**src/monitor_config_pkg.sv**
```systemverilog
// Offsets, field positions and reset values of the monitor control registers.
package monitor_config_pkg;

    // Register offsets.
    localparam logic [7:0] OFS_CONTROL_ONE   = 8'h00;
    localparam logic [7:0] OFS_PIN_FUNCTION  = 8'h01;
    localparam logic [7:0] OFS_PRESCALE_LOW  = 8'h02;
    localparam logic [7:0] OFS_PRESCALE_HIGH = 8'h03;
    localparam logic [7:0] OFS_LEVEL_ANALOG  = 8'h04;
    localparam logic [7:0] OFS_LEVEL_PULSE   = 8'h05;

    // Reset values.
    localparam logic [7:0] RST_CONTROL_ONE   = 8'h00;
    localparam logic [7:0] RST_PIN_FUNCTION  = 8'h00;
    localparam logic [7:0] RST_PRESCALE_LOW  = 8'h00;
    localparam logic [7:0] RST_PRESCALE_HIGH = 8'h55;
    localparam logic [7:0] RST_LEVEL_ANALOG  = 8'hff;
    localparam logic [7:0] RST_LEVEL_PULSE   = 8'hff;

    // Bit positions in the first control register.
    localparam int BIT_MONITOR    = 0;
    localparam int BIT_IRQ_ENABLE = 1;
    localparam int BIT_IRQ_CLEAR  = 2;
    localparam int BIT_VOLT_PAIR  = 3;
    localparam int BIT_OT_ENABLE  = 4;
    localparam int BIT_DAC_AUTO   = 5;
    localparam int BIT_PWM_AUTO   = 6;
    localparam int BIT_INIT       = 7;

    // Prescaler code field and fan-level layout.
    localparam int DIV_CODE_W     = 2;
    localparam int FANS_PER_REG   = 4;
    localparam int PWM_FIELD_LSB  = 2;
    localparam int PWM_W          = 6;
    localparam int MIN_NIBBLE_LSB = 4;
    localparam logic [7:0] PULSE_RO_MASK = 8'hfc;

endpackage : monitor_config_pkg

```
**src/monitor_config_fan_control_regs.sv**
```systemverilog
// Configuration and fan-control register bank of the hardware monitor.
`timescale 1ns/10ps
`default_nettype none

// Notes on behaviour
// - With the monitor bit set, the pointer steps round all channels.
// - The interrupt pin goes active only while interrupts are enabled.
// - Writing 1 to the clear bit drops the limit latch; the bit clears.
// - General I/O interrupts are levels that the clear bit leaves alone.
// - After a clear, monitoring goes on and a new violation sets it again.
// - The pair bit picks inputs nine and ten when 1, the second diode at 0.
// - With overtemp enabled, the overtemp output is low while exceeded.
// - With analog auto off the DAC drives the analog level register.
// - With pulse auto off the PWM duty is the pulse level field.
// - Writing 1 to the init bit restores every reset value, then clears.
// - Each pin-function bit picks general I/O at 1 and a tach input at 0.
// - Each two-bit prescaler code divides the reference by 1, 2, 4 or 8.
// - Codes pack four a byte; the high register for fans 4-7 resets 55h.
// - The analog level is the manual DAC value; top nibble is auto floor.
// - The pulse duty sits in bits 7-2, auto floor in the top nibble.
module monitor_config_fan_control_regs
    import monitor_config_pkg::*;
#(
    parameter int NUM_CHANNELS = 16,
    parameter int NUM_FANS     = 8
)(
    // Clock and reset
    input  wire logic                    clk,
    input  wire logic                    rst,
    // Register port from the management bus engine
    input  wire logic [7:0]              reg_addr,
    input  wire logic                    reg_wr,
    input  wire logic [7:0]              reg_wdata,
    input  wire logic                    reg_rd,
    output logic [7:0]                   reg_rdata,
    // Measurement sequencing
    input  wire logic                    conv_done,
    output logic                         monitor_active,
    output logic [7:0]                   meas_channel,
    output logic                         pass_done,
    output logic                         sel_voltage_pair,
    // Interrupt sources and pin (active low)
    input  wire logic                    limit_violation,
    input  wire logic                    gpio_irq_level,
    output logic                         irq_n,
    // Overtemperature (active low)
    input  wire logic                    overtemp_exceeded,
    output logic                         overtemp_output_n,
    // Fan speed control
    input  wire logic [7:0]              auto_dac_level,
    input  wire logic [PWM_W-1:0]        auto_pwm_duty,
    output logic [7:0]                   dac_level,
    output logic [PWM_W-1:0]             pwm_duty,
    // Pin functions and tach prescalers
    output logic [7:0]                   pin_function,
    input  wire logic                    ref_tick,
    output logic [NUM_FANS-1:0]          tach_tick
);

    typedef struct packed {
        logic [7:0]       ctl;
        logic [7:0]       pinf;
        logic [7:0]       div_lo;
        logic [7:0]       div_hi;
        logic [7:0]       lvl_a;
        logic [7:0]       lvl_p;
        logic [7:0]       rdata;
        logic [7:0]       chan;
        logic             pass_done;
        logic             irq_latch;
        logic             irq_n;
        logic             ot_n;
        logic [7:0]       dac;
        logic [PWM_W-1:0] pwm;
    } bank_state_t;

    localparam logic [7:0] CHAN_LAST = 8'(NUM_CHANNELS - 1);

    bank_state_t st_ff;
    bank_state_t nxt_st;
    logic [15:0] div_codes;
    logic [7:0]  dac_floor;
    logic [PWM_W-1:0] pwm_floor;

    assign div_codes = {st_ff.div_hi, st_ff.div_lo};
    assign dac_floor = {st_ff.lvl_a[7:MIN_NIBBLE_LSB], 4'h0};
    assign pwm_floor = {st_ff.lvl_p[7:MIN_NIBBLE_LSB], 2'h0};

    ////////////////////////////////////////////////////////////////////////////
    // Next-state logic.

    always_comb begin
        nxt_st           = st_ff;
        nxt_st.pass_done = 1'b0;

        // Command bits live for one cycle so software sees them drop at once.
        nxt_st.ctl[BIT_IRQ_CLEAR] = 1'b0;
        nxt_st.ctl[BIT_INIT]      = 1'b0;

        if (st_ff.ctl[BIT_INIT]) begin
            // Init beats a write arriving in the same cycle.
            nxt_st.ctl    = RST_CONTROL_ONE;
            nxt_st.pinf   = RST_PIN_FUNCTION;
            nxt_st.div_lo = RST_PRESCALE_LOW;
            nxt_st.div_hi = RST_PRESCALE_HIGH;
            nxt_st.lvl_a  = RST_LEVEL_ANALOG;
            nxt_st.lvl_p  = RST_LEVEL_PULSE;
        end else if (reg_wr) begin
            case (reg_addr)
                OFS_CONTROL_ONE:   nxt_st.ctl    = reg_wdata;
                OFS_PIN_FUNCTION:  nxt_st.pinf   = reg_wdata;
                OFS_PRESCALE_LOW:  nxt_st.div_lo = reg_wdata;
                OFS_PRESCALE_HIGH: nxt_st.div_hi = reg_wdata;
                OFS_LEVEL_ANALOG:  nxt_st.lvl_a  = reg_wdata;
                OFS_LEVEL_PULSE:   nxt_st.lvl_p  = reg_wdata;
                default: ;
            endcase
        end

        if (reg_rd) begin
            case (reg_addr)
                OFS_CONTROL_ONE:   nxt_st.rdata = st_ff.ctl;
                OFS_PIN_FUNCTION:  nxt_st.rdata = st_ff.pinf;
                OFS_PRESCALE_LOW:  nxt_st.rdata = st_ff.div_lo;
                OFS_PRESCALE_HIGH: nxt_st.rdata = st_ff.div_hi;
                OFS_LEVEL_ANALOG:  nxt_st.rdata = st_ff.lvl_a;
                OFS_LEVEL_PULSE:   nxt_st.rdata = st_ff.lvl_p & PULSE_RO_MASK;
                default:           nxt_st.rdata = 8'h00;
            endcase
        end

        // Round-robin pointer; parked at zero while monitoring is off.
        if (!st_ff.ctl[BIT_MONITOR]) begin
            nxt_st.chan = 8'h00;
        end else if (conv_done) begin
            if (st_ff.chan >= CHAN_LAST) begin
                nxt_st.chan      = 8'h00;
                nxt_st.pass_done = 1'b1;
            end else begin
                nxt_st.chan = st_ff.chan + 8'h01;
            end
        end

        // A violation in the clear cycle is kept: set wins over clear.
        if (st_ff.ctl[BIT_IRQ_CLEAR] || st_ff.ctl[BIT_INIT]) begin
            nxt_st.irq_latch = 1'b0;
        end
        if (limit_violation) begin
            nxt_st.irq_latch = 1'b1;
        end

        // GPIO level bypasses the latch, so a clear cannot hide it.
        nxt_st.irq_n = ~(st_ff.ctl[BIT_IRQ_ENABLE] &
                         (st_ff.irq_latch | gpio_irq_level));

        nxt_st.ot_n = ~(st_ff.ctl[BIT_OT_ENABLE] & overtemp_exceeded);

        if (st_ff.ctl[BIT_DAC_AUTO]) begin
            nxt_st.dac = (auto_dac_level > dac_floor) ?
                         auto_dac_level : dac_floor;
        end else begin
            nxt_st.dac = st_ff.lvl_a;
        end

        if (st_ff.ctl[BIT_PWM_AUTO]) begin
            nxt_st.pwm = (auto_pwm_duty > pwm_floor) ?
                         auto_pwm_duty : pwm_floor;
        end else begin
            nxt_st.pwm = st_ff.lvl_p[7:PWM_FIELD_LSB];
        end
    end

    always_ff @(posedge clk or posedge rst) begin
        if (rst) begin
            st_ff        <= '0;
            st_ff.div_hi <= RST_PRESCALE_HIGH;
            st_ff.lvl_a  <= RST_LEVEL_ANALOG;
            st_ff.lvl_p  <= RST_LEVEL_PULSE;
            st_ff.irq_n  <= 1'b1;
            st_ff.ot_n   <= 1'b1;
            st_ff.dac    <= RST_LEVEL_ANALOG;
            st_ff.pwm    <= '1;
        end else begin
            st_ff <= nxt_st;
        end
    end

    ////////////////////////////////////////////////////////////////////////////
    // Tach prescalers, one per fan.

    genvar fan;
    generate
        for (fan = 0; fan < NUM_FANS; fan++) begin : g_fan
            fan_prescaler u_pre (
                .clk      (clk),
                .rst      (rst),
                .ref_tick (ref_tick),
                .div_code (div_codes[fan*DIV_CODE_W +: DIV_CODE_W]),
                .tick     (tach_tick[fan])
            );
        end
    endgenerate

    ////////////////////////////////////////////////////////////////////////////
    // Outputs.

    assign reg_rdata         = st_ff.rdata;
    assign monitor_active    = st_ff.ctl[BIT_MONITOR];
    assign meas_channel      = st_ff.chan;
    assign pass_done         = st_ff.pass_done;
    assign sel_voltage_pair  = st_ff.ctl[BIT_VOLT_PAIR];
    assign irq_n             = st_ff.irq_n;
    assign overtemp_output_n = st_ff.ot_n;
    assign dac_level         = st_ff.dac;
    assign pwm_duty          = st_ff.pwm;
    assign pin_function      = st_ff.pinf;
endmodule : monitor_config_fan_control_regs

`default_nettype wire

```
**src/fan_prescaler.sv**
```systemverilog
// Per-fan tach reference prescaler: divides the reference tick by 1, 2, 4 or 8.
`timescale 1ns/10ps
`default_nettype none

module fan_prescaler
    import monitor_config_pkg::*;
(
    // Clock and reset
    input  wire logic                  clk,
    input  wire logic                  rst,
    // Reference and setting
    input  wire logic                  ref_tick,
    input  wire logic [DIV_CODE_W-1:0] div_code,
    // Divided tick
    output logic                       tick
);

    typedef struct packed {
        logic [2:0] cnt;
        logic       tick;
    } pre_state_t;

    pre_state_t st_ff;
    pre_state_t nxt_st;
    logic [2:0] last_count;

    // Code 00/01/10/11 gives 1/2/4/8 reference ticks per output tick.
    assign last_count = (3'h1 << div_code) - 3'h1;

    always_comb begin
        nxt_st      = st_ff;
        nxt_st.tick = 1'b0;
        if (ref_tick) begin
            if (st_ff.cnt >= last_count) begin
                nxt_st.cnt  = 3'h0;
                nxt_st.tick = 1'b1;
            end else begin
                nxt_st.cnt = st_ff.cnt + 3'h1;
            end
        end
    end

    always_ff @(posedge clk or posedge rst) begin
        if (rst) begin
            st_ff <= '0;
        end else begin
            st_ff <= nxt_st;
        end
    end

    assign tick = st_ff.tick;

endmodule : fan_prescaler

`default_nettype wire

```
**config.mk**
```make
export PLATFORM = sky130hd
export DESIGN_NAME = monitor_config_fan_control_regs
export DESIGN_NICKNAME = d
export VERILOG_FILES = /design/src/monitor_config_pkg.sv /design/src/monitor_config_fan_control_regs.sv /design/src/fan_prescaler.sv
export SDC_FILE = /design/constraint.sdc
export NUM_CORES = 1
export LEC_CHECK = 0
export BUFFER_PORTS_ARGS = -buffer_cell sky130_fd_sc_hd__buf_4
export CAP_MARGIN = 0
export CORE_ASPECT_RATIO = 0.6
export CORE_MARGIN = 1.5
export CORE_UTILIZATION = 40
export DETAILED_ROUTE_END_ITERATION = 6
export GPL_ROUTABILITY_DRIVEN = 0
export HOLD_SLACK_MARGIN = 0.03
export PLACE_DENSITY = 0.58
export REMOVE_ABC_BUFFERS = 1
export SLEW_MARGIN = 0
export SYNTH_ARGS = -nofsm -noshare
export SYNTH_HDL_FRONTEND = slang
export SYNTH_SLANG_ARGS = --single-unit
```
**constraint.sdc**
```tcl
create_clock -name clk -period 7.9 [get_ports clk]
set_clock_uncertainty 0.15 [all_clocks]
set_input_delay 0.79 -clock clk [delete_from_list [all_inputs] [get_ports clk]]
set_output_delay 0.79 -clock clk [all_outputs]
set_load 0.01 [all_outputs]
```
==> results.toml <==
[status]
status = "finished, final reports clean"

[cts]
hold_buffers = 0
cts_setup_buffers = 0
cts_root_buf = "clkbuf_16"
cts_buffer_depth = 2
h-tree-depth = 3
cts.sinks = 112
tritoncts = "done"
cts_resized = 0
cts_buffers = 9
cts.clk_slew.worst_paths_ns = 0.08
insertion_delay_ns = 0.35

[route]
ant_nets = 0
via_count = 4524
drc = 0
viasPerCell = 5.24
wire_per_inst_um = 17.1
dr.pass1.iters = 4
drt_first_iter_violations = 317
wl_um = 14700

[floorplanning]
rows = 35
start_util_pct = 41.2
core_area_um2 = 15400
dieHeight_um = 101
pin_count = 90
die_area_um2 = 16700
die_w_um = 166

[min_path]
hp-start = "st_ff[16]"
hold_depth = 1
hold_path_end = "irq_n"
hold_class = "reg2reg"

[setup_path]
end_kind = "flop"
rrSetupSlack_ns = 5.51
cp.required_ns = 8.03
crit_type = "reg2reg"
r2r_cells = 6
arrival_ns = 2.52
reg2reg_to = "dac_level[7]"
worstPathMaxFanout = 4
rr_startpoint = "dac_floor[5]"
worst_setup_path_start_kind = "flop"

[placement]
io_buffers = 89
place_inst = 847
hpwl_um = 11100

[timing]
slew_headroom_pct = 44.8
period_minus_slack_ns = 2.39
setup_viol = 0
fin_crit_sh_pct = 30.3
slew_violations = 0
worst_slew_pin_slew_ns = 0.828
fin_tns_setup_ns = 0
final-hold-violation-count = 0
timing.fmax_ghz = 0.418
rsz0062_at_grt = "false"

[synthesis]
synthFlopType = "dfrtp_1"
syn_area_um2 = 6350
ys_seq_area_share_pct = 44.8
synthArstFlopShare_pct = 100
yosys_warnings = 0
synthCells = 626
ys_types = 56
ys_ff_latch = 112
avgSynthCellArea_um2 = 10.1
synth_edf_count = 0

[final_layout]
fillCellCount = 1468
layout-drive-gt1-share_pct = 26.1
final-instance-count-excl-fill = 863
diodes = 0
layout_commonest_cell = "buf_4"
layout_common_cells = "91 x buf_4, 78 x dfrtp_1, 64 x nor2_1"
nNetsFinal = 735
area_delta_synth_final_pct = 11.4

[grt]
antenna_found_initial = 0
grt_max_degree = 64
grt_first_pass_wirelength_um = 24300
track_usage_pct = 18.5
overflow = 0
grt_pass1_vias = 4568

[power_and_ir_drop]
ir_worst_vdd_mv = 0.113
leakage_nw = 3.41
powerDensity_nw_per_um2 = 203

[job]
cap_violations = 0
state kept, by name (all words and copies together), names as in the netlist, 6 cells and up:
name	flops
pin_function	8
g_fan.u_pre.tick	8
pwm_duty	6
meas_channel	8
st_ff	13
div_codes	16
reg_rdata	8
g_fan.u_pre.st_ff	24
dac_level	8
cells by family after synthesis:
| group | count (synthesis) | share of synthesized area [%] |
|---|---|---|
| mux | 57 | 9.93 |
| flops | 112 | 44.8 |
| compound gates | 92 | 9.28 |
| xor+xnor | 1 | 0.138 |
| simple gates | 198 | 16.6 |
| fa+ha+maj | 41 | 8.08 |
| buf+inv | 125 | 11.2 |
cell usage after synthesis (3+ instances only):
library cell  instances  area (um^2)
nor2_1               64          240
nand2b_1             18          113
nor4_1                3         18.8
nor3b_1               6         45.0
a21oi_1              19         95.1
mux2_2                8         90.1
nand4b_1              6         52.6
a211oi_1              8         60.1
and3_1                8         50.1
a21o_1                4         30.0
a22o_1                5         43.8
o22ai_1              21          131
nand3_1               9         45.0
nand2_1              34          128
o21ai_0              20          100
mux2i_1              45          450
dfrtp_1              78         1950
dfstp_2              34          893
clkbuf_1              9         33.8
buf_6                 3         33.8
o221ai_1              4         35.0
nor3_1                9         45.0
and2_1               13         81.3
or2_2                 8         50.1
inv_1                52          195
ha_1                 41          513
buf_2                 8         40.0
mux4_2                4         90.1
buf_4                48          360
how the worst max path moves through the flow:
| stage | cells past startpoint | endpoint | startpoint |
|---|---|---|---|
| floorplan | 1 | div_codes[0] | rst |
| global placement | 6 | dac_level[4] | auto_dac_level[5] |
| detailed placement | 5 | pin_function[6] | reg_addr[0] |
| CTS | 6 | dac_level[7] | dac_floor[5] |
| global route | 5 | pin_function[6] | reg_addr[0] |
| finish | 6 | dac_level[7] | dac_floor[5] |
metrics by stage:
step | worst slack, ns | hold slack [ns] | area, um^2 | total power, mW | util, %
final | 5.51 | 0.295 | 7070 | 1.44 | 45.9
after global routing | 5.30 | 0.346 | 7070 | 1.53 | 45.9
after CTS | 5.51 | 0.304 | 7070 | 1.46 | 45.9
after detailed placement | 5.16 | 0.304 | 6770 | 0.991 | 43.9
after global placement | 5.25 | 0.277 | 6770 | 0.967 | 43.9
after floorplan | 4.06 | 0.236 | 5830 | 0.866 | -
routing by layer:
metal  part of all wire (%)  vias to the layer above  global-route usage [%]
met5                      0                        -                       0
met4                   0.59                        0                    3.74
met3                    6.4                        6                    4.48
met2                     43                      107                    27.5
met1                     50                     2244                    27.4
li1                       -                     2167                       -
power breakdown:
group	switching, mW	internal, mW	leakage, nW
sequential	0.0418	0.640	1.41
combinational	0.156	0.138	1.85
clock	0.224	0.237	0.149
total	0.421	1.02	3.41
critical path: stages, from the launching register on:
cell	delay (ns)
dfstp_2	0.54
inv_1	0.06
ha_1	0.29
nor2b_1	0.14
o211ai_1	0.11
a211oi_1	0.63
mux2_2	0.41
cell type report:
cell class / count / area (um^2) / share of cell area (%)
Inverter: 52 / 198 / 2.80
Clock buffer: 10 / 250 / 3.54
Timing Repair Buffer: 91 / 683 / 9.66
Sequential cell: 112 / 2850 / 40.2
Multi-Input combinational cell: 389 / 2790 / 39.5
Clock inverter: 6 / 48.8 / 0.690
Tap cell: 203 / 254 / 3.59
No activity file was read; power rests on OpenSTA's default activity.
